==> src/rtl/fwd_map.vh <==
// Register offsets, field values and timing constants of the fieldbus watchdog
`ifndef FWD_MAP_VH
`define FWD_MAP_VH

`define FWD_ADDR_TIMEOUT 16'h1000
`define FWD_ADDR_MASK_LO 16'h1001
`define FWD_ADDR_MASK_HI 16'h1002
`define FWD_ADDR_TRIGGER 16'h1003
`define FWD_ADDR_MIN_REM 16'h1004
`define FWD_ADDR_STOP_SEQ 16'h1005
`define FWD_ADDR_RUN_STATE 16'h1006
`define FWD_ADDR_RESTART 16'h1007
`define FWD_ADDR_SIMPLE_STOP 16'h1008

`define FWD_RST_TIMEOUT 16'h0000
`define FWD_RST_MASK 16'h0000
`define FWD_RST_TRIGGER 16'h0000
`define FWD_RST_MIN_REM 16'hFFFF
`define FWD_RST_STOP_SEQ 16'h0000
`define FWD_RST_RESTART 16'h0001
`define FWD_RST_SIMPLE_STOP 16'h0000

`define FWD_STATE_IDLE 2'h0
`define FWD_STATE_RUN 2'h1
`define FWD_STATE_EXP 2'h2

`define FWD_STOP_FIRST 16'hAAAA
`define FWD_STOP_SECOND 16'h5555
`define FWD_SIMPLE_A 16'hAA55
`define FWD_SIMPLE_B 16'h55AA
`define FWD_RESTART_CMD 16'h0001

`define FWD_CODE_MAX 8'h20

`define FWD_TICK_MS 100
`define FWD_CLK_KHZ 20000
`define FWD_TICK_CYCLES (`FWD_TICK_MS * `FWD_CLK_KHZ)

`endif

==> src/rtl/fwd_watchdog.v <==
// Fieldbus watchdog: trigger, countdown, status and stop registers
`timescale 1ns/1ns
`include "fwd_map.vh"

module fwd_watchdog #(
  parameter TICK_CYCLES = `FWD_TICK_CYCLES,
  parameter TICK_W = 21
) (
  input wire sys_clk,
  input wire nrst,
  input wire clk_en,
  input wire reg_wr,
  input wire reg_rd,
  input wire [15:0] reg_addr,
  input wire [15:0] reg_wdata,
  input wire req_valid,
  input wire [7:0] req_code,
  output wire [15:0] rd_data,
  output wire rd_ack,
  output wire run_state,
  output wire wd_expired,
  output wire wd_fault
);

  localparam [31:0] TICK_L32 = TICK_CYCLES - 1;
  localparam [TICK_W-1:0] TICK_LAST = TICK_L32[TICK_W-1:0];
  localparam [TICK_W-1:0] PRESC_ONE = {{(TICK_W-1){1'b0}}, 1'b1};
  localparam [13:0] STATUS_PAD = 14'h0000;

  reg [15:0] timeout_q;
  reg [15:0] mask_lo_q;
  reg [15:0] mask_hi_q;
  reg [15:0] trigger_q;
  reg [15:0] min_rem_q;
  reg [15:0] stop_seq_q;
  reg [15:0] restart_q;
  reg [15:0] simple_q;
  reg [1:0] state_q;
  reg [1:0] state_d;
  reg [15:0] remain_q;
  reg [15:0] remain_d;
  reg [TICK_W-1:0] presc_q;
  reg [TICK_W-1:0] presc_d;
  reg armed_q;
  reg fault_q;
  reg fault_d;
  reg [15:0] rd_data_q;
  reg rd_ack_q;
  reg [15:0] min_rem_d;
  reg running_q;
  reg expired_q;

  // Write strobe for one register address
  function wr_hit;
    input wr;
    input [15:0] addr;
    input [15:0] want;
    begin
      wr_hit = wr && (addr == want);
    end
  endfunction

  // Mask bit for a function code; bit 0 is code 1
  function code_hit;
    input [7:0] code;
    input [31:0] mask;
    reg [7:0] idx;
    begin
      idx = code - 8'h01;
      code_hit = (code != 8'h00) && (code <= `FWD_CODE_MAX) && mask[idx[4:0]];
    end
  endfunction

  // Status word for the read port
  function [15:0] status_word;
    input [1:0] st;
    begin
      status_word = {STATUS_PAD, st};
    end
  endfunction

  wire wr_timeout = wr_hit(reg_wr, reg_addr, `FWD_ADDR_TIMEOUT);
  wire wr_mask_lo = wr_hit(reg_wr, reg_addr, `FWD_ADDR_MASK_LO);
  wire wr_mask_hi = wr_hit(reg_wr, reg_addr, `FWD_ADDR_MASK_HI);
  wire wr_trigger = wr_hit(reg_wr, reg_addr, `FWD_ADDR_TRIGGER);
  wire wr_min_rem = wr_hit(reg_wr, reg_addr, `FWD_ADDR_MIN_REM);
  wire wr_stop_seq = wr_hit(reg_wr, reg_addr, `FWD_ADDR_STOP_SEQ);
  wire wr_restart = wr_hit(reg_wr, reg_addr, `FWD_ADDR_RESTART);
  wire wr_simple = wr_hit(reg_wr, reg_addr, `FWD_ADDR_SIMPLE_STOP);

  // Configuration is locked in any state but inactive
  wire cfg_open = (state_q == `FWD_STATE_IDLE);

  // Locked writes are dropped silently, no error path
  wire cfg_wr_timeout = wr_timeout && cfg_open;
  wire cfg_wr_mask_lo = wr_mask_lo && cfg_open;
  wire cfg_wr_mask_hi = wr_mask_hi && cfg_open;

  // Only a running watchdog counts down or takes request reloads
  wire running_now = (state_q == `FWD_STATE_RUN);

  wire trig_fire = wr_trigger
    && ((reg_wdata != 16'h0000) || (reg_wdata != trigger_q));

  wire restart_fire = wr_restart && (reg_wdata == `FWD_RESTART_CMD)
    && (state_q != `FWD_STATE_IDLE);

  wire code_fire = req_valid && running_now
    && code_hit(req_code, {mask_hi_q, mask_lo_q});

  wire reload = (trig_fire || restart_fire || code_fire)
    && (timeout_q != 16'h0000);

  // Either byte order of the stop word is accepted
  wire simple_word = (reg_wdata == `FWD_SIMPLE_A) || (reg_wdata == `FWD_SIMPLE_B);

  wire simple_stop = wr_simple && simple_word;

  wire seq_stop = wr_stop_seq && armed_q
    && (reg_wdata == `FWD_STOP_SECOND);

  wire tick = running_now && (presc_q == TICK_LAST);

  // Countdown and state; stops outrank reloads, reloads outrank the tick
  always @* begin
    state_d = state_q;
    remain_d = remain_q;
    presc_d = presc_q;
    fault_d = fault_q;
    if (simple_stop) begin
      state_d = `FWD_STATE_IDLE;
      presc_d = {TICK_W{1'b0}};
      fault_d = 1'b0;
    end else if (seq_stop) begin
      state_d = `FWD_STATE_IDLE;
      presc_d = {TICK_W{1'b0}};
    end else if (reload) begin
      state_d = `FWD_STATE_RUN;
      remain_d = timeout_q;
      presc_d = {TICK_W{1'b0}};
    end else if (state_q == `FWD_STATE_RUN) begin
      if (tick) begin
        presc_d = {TICK_W{1'b0}};
        remain_d = remain_q - 16'h0001;
        if (remain_q == 16'h0001) begin
          state_d = `FWD_STATE_EXP;
          fault_d = 1'b1;
        end
      end else begin
        presc_d = presc_q + PRESC_ONE;
      end
    end
  end

  // Shortest remaining time tracking
  always @* begin
    min_rem_d = min_rem_q;
    if (simple_stop) begin
      min_rem_d = `FWD_RST_MIN_REM;
    end else if (wr_min_rem) begin
      min_rem_d = reg_wdata;
    end else if (state_q != `FWD_STATE_IDLE) begin
      if (remain_q < min_rem_q) begin
        min_rem_d = remain_q;
      end
    end
  end

  always @(posedge sys_clk or negedge nrst) begin
    if (!nrst) begin
      state_q <= `FWD_STATE_IDLE;
      remain_q <= 16'h0000;
      presc_q <= {TICK_W{1'b0}};
      fault_q <= 1'b0;
      min_rem_q <= `FWD_RST_MIN_REM;
    end else if (clk_en) begin
      state_q <= state_d;
      remain_q <= remain_d;
      presc_q <= presc_d;
      fault_q <= fault_d;
      min_rem_q <= min_rem_d;
    end
  end

  // Register storage
  always @(posedge sys_clk or negedge nrst) begin
    if (!nrst) begin
      timeout_q <= `FWD_RST_TIMEOUT;
      mask_lo_q <= `FWD_RST_MASK;
      mask_hi_q <= `FWD_RST_MASK;
      trigger_q <= `FWD_RST_TRIGGER;
      stop_seq_q <= `FWD_RST_STOP_SEQ;
      restart_q <= `FWD_RST_RESTART;
      simple_q <= `FWD_RST_SIMPLE_STOP;
      armed_q <= 1'b0;
    end else if (clk_en) begin
      if (cfg_wr_timeout) begin
        timeout_q <= reg_wdata;
      end
      if (cfg_wr_mask_lo) begin
        mask_lo_q <= reg_wdata;
      end
      if (cfg_wr_mask_hi) begin
        mask_hi_q <= reg_wdata;
      end
      if (wr_trigger) begin
        trigger_q <= reg_wdata;
      end
      if (wr_restart) begin
        restart_q <= reg_wdata;
      end
      if (wr_simple) begin
        simple_q <= reg_wdata;
      end
      // Any stop-sequence register write other than the first half disarms the sequence
      if (wr_stop_seq) begin
        stop_seq_q <= reg_wdata;
        armed_q <= (reg_wdata == `FWD_STOP_FIRST);
      end
    end
  end

  // Read port, one cycle latency; unmapped words read zero
  always @(posedge sys_clk or negedge nrst) begin
    if (!nrst) begin
      rd_data_q <= 16'h0000;
      rd_ack_q <= 1'b0;
    end else if (clk_en) begin
      rd_ack_q <= reg_rd;
      if (reg_rd) begin
        case (reg_addr)
          `FWD_ADDR_TIMEOUT: begin
            rd_data_q <= timeout_q;
          end
          `FWD_ADDR_MASK_LO: begin
            rd_data_q <= mask_lo_q;
          end
          `FWD_ADDR_MASK_HI: begin
            rd_data_q <= mask_hi_q;
          end
          `FWD_ADDR_TRIGGER: begin
            rd_data_q <= trigger_q;
          end
          `FWD_ADDR_MIN_REM: begin
            rd_data_q <= min_rem_q;
          end
          `FWD_ADDR_STOP_SEQ: begin
            rd_data_q <= stop_seq_q;
          end
          `FWD_ADDR_RUN_STATE: begin
            rd_data_q <= status_word(state_q);
          end
          `FWD_ADDR_RESTART: begin
            rd_data_q <= restart_q;
          end
          `FWD_ADDR_SIMPLE_STOP: begin
            rd_data_q <= simple_q;
          end
          default: begin
            rd_data_q <= 16'h0000;
          end
        endcase
      end
    end
  end

  // Status outputs from flops fed by the next state, so they track state_q
  always @(posedge sys_clk or negedge nrst) begin
    if (!nrst) begin
      running_q <= 1'b0;
      expired_q <= 1'b0;
    end else if (clk_en) begin
      running_q <= (state_d == `FWD_STATE_RUN);
      expired_q <= (state_d == `FWD_STATE_EXP);
    end
  end

  assign rd_data = rd_data_q;
  assign rd_ack = rd_ack_q;
  assign run_state = running_q;
  assign wd_expired = expired_q;
  assign wd_fault = fault_q;

endmodule

==> config.mk <==
export PLATFORM = sky130hd
export DESIGN_NAME = fwd_watchdog
export DESIGN_NICKNAME = d
export VERILOG_FILES = /design/src/rtl/fwd_watchdog.v
export VERILOG_INCLUDE_DIRS = /design/src /design/src/rtl
export SDC_FILE = /design/constraint.sdc
export NUM_CORES = 1
export LEC_CHECK = 0
export ABC_AREA = 0
export ABC_CLOCK_PERIOD_IN_PS = 2810
export CAP_MARGIN = 20
export CORE_MARGIN = 10
export CORE_UTILIZATION = 40
export DETAILED_ROUTE_END_ITERATION = 6
export DONT_BUFFER_PORTS = 1
export HOLD_SLACK_MARGIN = 0.05
export PLACE_DENSITY_LB_ADDON = 0.2
export SYNTH_ARGS = -nofsm -noshare
export SYNTH_HDL_FRONTEND = slang
export SYNTH_SLANG_ARGS = --single-unit
export TNS_END_PERCENT = 20
==> constraint.sdc <==
create_clock -name sys_clk -period 2.81 [get_ports sys_clk]
set_clock_uncertainty 0.15 [all_clocks]
set_input_delay 0.281 -clock sys_clk [delete_from_list [all_inputs] [get_ports sys_clk]]
set_output_delay 0.281 -clock sys_clk [all_outputs]
set_load 0.01 [all_outputs]
# Yosys cells after proc, flatten, opt, wreduce, memory -nomap -nowiden
# Index checks and enable logic that the tools add are counted.
[op_classes]
addsub = 3
magnitude_cmp = 3
n_eq_ne = 22
muxes = 27
bitwise = 2
reduce_logical = 52
[op_table]
columns = ["op", "count"]
rows = [
  ["16-bit by 13-bit equality test with 1-bit output, second input constant", 9],
  ["16-bit case mux with 9 select lines", 1],
  ["16-bit two-way mux", 7],
  ["21-bit two-way mux", 5],
  ["16-bit by 1-bit equality test with 1-bit output, second input constant", 2],
  ["16-bit by 15-bit equality test with 1-bit output, second input constant", 2],
  ["16-bit equality test, second input constant", 2],
  ["16-bit nonzero test", 2],
  ["1-bit logical AND", 23],
  ["21-bit by 1-bit adder with 21-bit output, second input constant", 1],
  ["21-bit equality test, second input constant", 1],
  ["2-bit AND reduction", 9],
  ["16-bit less-than comparator", 1],
  ["16-bit inequality test", 1],
  ["16-bit by 1-bit subtractor with 16-bit output, second input constant", 1],
  ["2-bit two-way mux", 6],
  ["2-bit nonzero test", 6],
  ["8-bit by 6-bit less-or-equal comparator with 1-bit output, second input constant", 1],
  ["8-bit nonzero test", 1],
  ["1-bit two-way mux", 7],
  ["5-bit by 6-bit less-than comparator with 1-bit output, second input constant", 1],
  ["6-bit AND reduction", 1],
  ["3-bit nonzero test", 2],
  ["1-bit binary-select mux with 5-bit select", 1],
  ["other kinds (11)", 16],
]
[word_totals]
register_bits = 188
in_bits = 46
out_inout_bits = 20

# Longest topological paths before layout
# Gate-level depths: netlist (run 1).
[logic_depth]
ltp_word = 11
mapped_depth = 14
depth_no_buf = 10

# Worst setup path after synthesis (run 1)
# No wires, ideal clock.
[synth_path]
path_type = "input -> register"
start = "input port req_code[0]"
end = "register presc_q[16]"
arrival_time_ps = 3120
t_required_ps = 2581
path_slack_ps = -539
stages = 14
path_buffers = 4
path_cell_list = "buf_2 inv_1 ha_1 clkbuf_1 mux4_2 or3_1 a21oi_1 nand4bb_1 o211ai_4 nor3_4 buf_4 buf_6 nand2_1 mux2i_1"
[synth_via]
elab_chain_len = 10
[synth_rtl]
columns = ["element", "line", "text"]
rows = [
  ["start: declaration", "fwd_watchdog.v:17", "input wire [7:0] req_code,"],
  ["5-bit by 1-bit subtractor with 5-bit output", "fwd_watchdog.v:69", "idx = code - 8'h01;"],
  ["1-bit binary-select mux with 5-bit select", "fwd_watchdog.v:70", "code_hit = (code != 8'h00) && (code <= `FWD_CODE_MAX) && mask[idx[4:0]];"],
  ["1-bit two-way mux (implied by the code)", "fwd_watchdog.v:70", ""],
  ["1-bit logical AND *", "fwd_watchdog.v:70", ""],
  ["1-bit logical AND *", "fwd_watchdog.v:109", "&& code_hit(req_code, {mask_hi_q, mask_lo_q});"],
  ["1-bit logical OR *", "fwd_watchdog.v:111", "wire reload = (trig_fire || restart_fire || code_fire)"],
  ["1-bit logical AND *", "fwd_watchdog.v:112", "&& (timeout_q != 16'h0000);"],
  ["21-bit two-way mux", "fwd_watchdog.v:137", "end else if (reload) begin"],
  ["21-bit two-way mux", "fwd_watchdog.v:134", "end else if (seq_stop) begin"],
  ["21-bit two-way mux", "fwd_watchdog.v:130", "if (simple_stop) begin"],
  ["end signal: assignment", "fwd_watchdog.v:173", "presc_q <= {TICK_W{1'b0}};"],
  ["end signal: assignment", "fwd_watchdog.v:179", "presc_q <= presc_d;"],
  ["end: declaration", "fwd_watchdog.v:42", "reg [TICK_W-1:0] presc_q;"],
]
# Mark *: on every way between the ends. The rest lies on a longest branch, timed or not. The select of a mux whose other input is x is not followed.
# A chain may end at the register's enable or synchronous reset.

# Worst setup path in the final report (run 1)
[layout_path]
start = "register remain_q[6]"
end = "register fault_q (netlist: wd_fault)"
[layout_via]
elab_chain_len = 3
[layout_rtl]
columns = ["element", "line", "text"]
rows = [
  ["start: declaration", "fwd_watchdog.v:40", "reg [15:0] remain_q;"],
  ["start signal: assignment", "fwd_watchdog.v:178", "remain_q <= remain_d;"],
  ["16-bit by 1-bit equality test with 1-bit output", "fwd_watchdog.v:145", "if (remain_q == 16'h0001) begin"],
  ["2-bit nonzero test (no line)", "--", ""],
  ["6-bit AND reduction (no line)", "--", ""],
  ["end signal: assignment", "fwd_watchdog.v:180", "fault_q <= fault_d;"],
  ["end: declaration", "fwd_watchdog.v:45", "reg fault_q;"],
]
# Every way passes these cells.

==> run metrics, run 1 <==
DP Cell Count=1331; RSZ-0062 raised after global routing=true; H-tree Lvls=4; Post-synth top cells=171 x dfrtp_1, 129 x mux2_2, 72 x nand2_1; DRT Wirelength=31600 um; Via density=5.77; worst slack at placement=-0.290 ns; status=complete, but fails checks; clock-pin slew on the worst setup and hold paths=0.08 ns; Root Buffer=clkbuf_16; cells after synthesis=982; minimum clock period=2.75 ns; vias=8014; Worst EP arrival=2.96 ns; synthesized area=10500 um2; top-area cell type share of the netlist area=0.408; synth top area cells=dfrtp_1 41%, mux2_2 14%, mux2i_1 5.8%; Util after Layout=0.480; drt first-iter violations=636; # rows=59; vias in the first global route=8209; Critical Path RT=3.02 ns; CP Max Fanout=2; CP peak stage delay=0.52 ns; asr flop ratio synth=1.00; gr usage total=0.189; final setup violation count=0; WP depth=9; Fmax=364 MHz; Synthesis Warnings=0; Leak=5.78 nW; simple-gate share of the synthesized area=0.146; port bufs=0; area after detailed placement=11400 um2; fin area=12400 um2; GR Overflow Total=0; hpwl dp=22200 um; layout cell share with drive strength beyond 1=0.295; Worst slew margin=0.432; fin. max-slew vios=0; maxcap violations=0; worst-skew pair later-pin latency=0.45 ns; family with the most delay on the worst path=simple AND/OR/NAND/NOR gates; slowest CP cell=or4_4; Layout area overhead=18.6%; largest net degree at the start of global routing=189; Final Cycle Share=0.978; post-synth top area cell=dfrtp_1; Tot Pwr=5.71 mW; ys flop type=dfrtp_1; synthesized area per cell=10.7 um2; #FFs+latches synth=188; cts hold-fix bufs=22; Power Dens Cells=459 nW/um2; Post-Synth Adder-Cell Area=0.0227; Core Area=25900 um2; top-count cell post-synth=dfrtp_1; setup slack, reg-to-reg=0.06 ns; clock sink count=188; final worst slack=0.0626 ns; failing checks=hold timing; xor and xnor area share after synthesis=0.0167; hold_ws=-0.608 ns; Post-synth EDFFs=0; TritonCTS clock tree=done; Seq/Total Area, Yosys=0.451; Routed Antenna Nets=0; R2R cell count=9; post-synthesis mux area share=0.214; Worst Setup End Kind=flop; length of the first detailed-routing pass in iterations=5; WL/cell=22.8 um; CP Buf/Inv Count=1; Worst Tran Pin Value=0.849 ns; main combinational cell family by area after synthesis=multiplexers; most used cell, CP=or3_1; worst path cell trace=or3_1 -> or3_1 -> or4_4 -> nor4_2 -> buf_4 -> and3_1 -> and3b_1 -> nor2_1 -> a21oi_1; worst hold path class=in2async; syn nets=1047; initial antenna violation count=1; VDD IR max=0.395 mV; I/O pins=66; Worst Setup Start Kind=flop; die area=33100 um2; final hold viol count=188; Post-Layout Cell Count=1388; DRC Markers=0; setup TNS=0 ns; routability-driven placement congestion ratio=0.918; compound-cell area share of the yosys netlist=0.113; post-synth cell types=76; kind of critical path=reg2reg; clk buf depth=2; chip height=182 um; final net count=1104; Die W=182 um; first-pass GRT wire length=49500 um; Initial Utilization=0.405; CTS Buf Count=17
## routing by layer
layer | GRT usage | wire length, um
met5 | 0 | 0
met4 | 0.0596 | 708
met3 | 0.0402 | 1750
met2 | 0.318 | 15600
met1 | 0.237 | 13600
## path summary, 6_finish.rpt
check / start / to
max: remain_q[6] / wd_fault
min: nrst / presc_q[15]
max reg2reg: remain_q[6] / wd_fault
min reg2reg: min_rem_q[13] / min_rem_q[13]
max in group asynchronous: nrst / min_rem_q[11]
min in group sys_clk: clk_en / presc_q[9]
## logic make-up after synthesis
kind of cell             after synthesis
multiplexers                         198
flip-flops                           188
adder cells (fa/ha/maj)               19
AND/OR/NAND/NOR                      288
buffers and inverters                 97
XOR/XNOR                              20
AO/OA/AOI/OAI                        172
## registers in the layout (all words and copies together) (netlist names)
name,flops
presc_q,21
rd_ack,1
restart_q,16
stop_seq_q,16
min_rem_q,16
timeout_q,16
mask_hi_q,16
simple_q,16
trigger_q,16
state_q,2
run_state,1
rd_data,16
wd_fault,1
wd_expired,1
remain_q,16
mask_lo_q,16
armed_q,1
## layout make-up
cell class | instances | area, um2
diodes | 1 | 2.50
clock buffers | 17 | 425
clock inverters | 15 | 210
fillers | 2354 | 13500
inverters | 29 | 111
multi-input cells | 697 | 5610
flip-flops and latches | 188 | 4730
well taps | 335 | 419
repair buffers | 106 | 930
## worst register-to-register path: cells and delay by family (launching register included)
kind | cells | cell delay [ns]
buffers and inverters | 1 | 0.14
AO/OA/AOI/OAI | 1 | 0.11
AND/OR/NAND/NOR | 7 | 1.90
flip-flops | 1 | 0.38
## placed cells by master (no fill, tap or decap), types with 22 or more instances in the layout
cell	netlist	routed
nand3_1	27	27
dfrtp_1	171	171
o21ai_0	49	43
dlygate4sd3_1	0	22
mux2_2	129	129
buf_4	2	77
a21oi_1	24	22
mux2i_1	61	61
nor2_1	64	64
inv_1	29	28
nand2_1	72	72
## report_power, final
part           internal (mW)  switching (mW)  total, mW
Clock                   1.23            1.33       2.56
Combinational          0.155           0.188      0.342
Sequential              2.77          0.0406       2.81
Total                   4.16            1.55       5.71
## what timing repair did
item	4_1_cts	5_1_grt
setup endpoints to repair	38	33
buffers inserted	0	2
resized for setup	8	16
pin swaps	4	7
hold endpoints to repair	325	188
No activity file was read; power rests on OpenSTA's default activity.
==> run 2, diff against run 1 <==
Settings changed: ABC_CLOCK_PERIOD_IN_PS 2810 to 3400, RECOVER_POWER set to 100, SETUP_SLACK_MARGIN set to 0.2.
Clock period 2.81 ns to 3.4 ns, I/O delays scaled along.
==> run 2 against run 1 <==
  * The flow still finishes with violations (hold timing)
  * Final cell count decreased by 3.3%
  * First-iteration DRC count decreased by 19%
  * Combinational power fell by 28%
  * Total power shrank 18%
  * Die area did not move
  * Register-to-register slack better by 0.21 ns
  * Sequential share of layout area is 2.2 points higher
  * Critical path depth increased by 1
==> run metrics, run 2 (synthesis gave the netlist of run 1 again) <==
Die W=182 um (unchanged); VDD IR max=0.325 mV (-18%); maxcap violations=0 (unchanged); Root Buffer=clkbuf_16; largest net degree at the start of global routing=189 (unchanged); # rows=59 (unchanged); Worst Tran Pin Value=1.05 ns (+0.204 ns); status=complete, but fails checks; minimum clock period=3.13 ns (+0.380 ns); CTS Buf Count=17 (unchanged); clock sink count=188 (unchanged); clock-pin slew on the worst setup and hold paths=0.09 ns (about the same); DRC Markers=0 (unchanged); chip height=182 um (unchanged); fin area=11700 um2 (-5.6%); final worst slack=0.272 ns (+0.210 ns); max reg flops=21 (unchanged); area after detailed placement=11000 um2 (-3.6%); Worst EP arrival=3.30 ns (+0.34 ns); WL/cell=23.3 um (+2.3%); Leak=5.42 nW (-6.2%); gr usage total=0.187 (-0.00247); worst slack at placement=0.0513 ns (+0.341 ns); final hold viol count=188 (unchanged); clk buf depth=2 (unchanged); Via density=5.88 (+1.9%); cts hold-fix bufs=18 (-18%); setup TNS=0 ns (unchanged); met1 Use GR=0.242 (+0.00469); vias in the first global route=7980 (-2.8%); Fmax=320 MHz (-12%); RSZ-0062 raised after global routing=false; Power Dens Cells=399 nW/um2 (-13%); worst-skew pair later-pin latency=0.45 ns (about the same); Core Area=25900 um2 (unchanged); I/O pins=66 (unchanged); Initial Utilization=0.405 (unchanged); CP peak stage delay=0.57 ns (+0.05 ns); GR Overflow Total=0 (unchanged); hpwl dp=21900 um (-1.5%); GR peak layer=met2; most common cell after layout, fill and taps aside=dfrtp_1; hold_ws=-0.550 ns (+0.0581 ns); Worst Setup Start Kind=flop; routability-driven placement congestion ratio=0.921 (+0.33%); final setup violation count=0 (unchanged); first-pass GRT wire length=48600 um (-1.8%); Layout area overhead=12.0%; length of the first detailed-routing pass in iterations=5 (unchanged); Reg with most FFs=presc_q; n_diodes=0 (-1); die area=33100 um2 (unchanged); layout cell share with drive strength beyond 1=0.231 (-0.0633); Worst slew margin=0.298 (-0.134); failing checks=hold timing; TritonCTS clock tree=done; initial antenna violation count=0 (-1); drt first-iter violations=515 (-19%); slowest CP cell=or4b_4; Worst Setup End Kind=flop; worst hold path class=in2async; GRT met3 Usage=0.0344 (-0.00577); vias=7896 (-1.5%); CP Max Fanout=31 (+29); commonest non-fill, non-tap cells in the layout=171 x dfrtp_1, 129 x mux2_2, 72 x nand2_1; final net count=1059 (-4.1%); Routed Antenna Nets=0 (unchanged); worst path cell trace=nand2b_1 -> or4b_4 -> a2111oi_0 -> buf_4 -> nand4bb_1 -> o211ai_4 -> nor3_1 -> buf_12 -> and3_1 -> a221o_1; Final Cycle Share=0.920 (-0.0579); H-tree Lvls=4 (unchanged); M2 GR Usage=0.309 (-0.00938); Critical Path RT=3.57 ns (+0.55 ns); DRT Wirelength=31300 um (-1.0%); kind of critical path=reg2reg; fin. max-slew vios=0 (unchanged); port bufs=0 (unchanged); postcts setup bufs=0 (unchanged)
## run 2: changes by cell type in the layout (fill, tap and decap cells not counted), sizes merged
cell,before,now
dlygate4sd3,22,18
clkbuf,17,26
clkinv,9,8
buf,84,34
inv,34,36
clkinvlp,1,0
diode,1,0
## run 2: what timing repair did
item / in CTS / in global routing
endpoints found under the setup margin: 0 / 36
resized for setup: 0 / 5
endpoints found under the hold margin: 308 / 188
## run 2: power breakdown
group / internal, mW / leakage [nW] / switching [mW]
Combinational: 0.113 / 2.61 / 0.133
Sequential: 2.29 / 2.51 / 0.0368
Clock: 1.01 / 0.301 / 1.10
Total: 3.42 / 5.42 / 1.27
## run 2: path summary, 6_finish.rpt
kind / endpoint / startpoint / depth (start not counted) / slack [ns]
max in group asynchronous: min_rem_q[13] / nrst / 0 / 3.24
hold / removal: timeout_q[4] / nrst / 0 / -0.55
min in group sys_clk: min_rem_q[8] / reg_wdata[8] / 3 / 0.06
setup / recovery: presc_q[17] / state_q[1] / 10 / 0.27
setup reg to reg: presc_q[17] / state_q[1] / 10 / 0.27
hold reg to reg: stop_seq_q[2] / stop_seq_q[2] / 1 / 0.36
## run 2: final cells by class
class	instances	area, um2
fill	2447	14200
multi-input combinational	697	5370
sequential	188	4730
timing repair buffer	61	499
clock buffer	17	425
tap	335	419
clock inverter	15	195
inverter	29	109
## run 2: worst max-delay path: cells and delay by family, from the launching register on
| kind | cells | cell delay, ns |
|---|---|---|
| AO/OA/AOI/OAI | 3 | 0.82 |
| AND/OR/NAND/NOR | 5 | 1.29 |
| buffers and inverters | 2 | 0.36 |
| flip-flops | 1 | 0.37 |
## run 2: through the flow
step / utilization / total power [mW] / hold slack [ns] / instances
2_1_floorplan: - / 2.55 / -0.106 / 982
6_report: 0.453 / 4.68 / -0.550 / 1342
3_3_place_gp: 0.425 / 2.57 / -0.0909 / 1292
4_1_cts: 0.456 / 4.72 / -0.564 / 1342
3_5_place_dp: 0.425 / 2.57 / -0.0889 / 1292
5_1_grt: 0.453 / 4.84 / -0.568 / 1342
## run 2: metal layers
metal / wire length [um] / part of all wire
met3: 1460 / 0.047
met4: 783 / 0.025
met5: 0 / 0
met2: 15000 / 0.48
met1: 14000 / 0.45
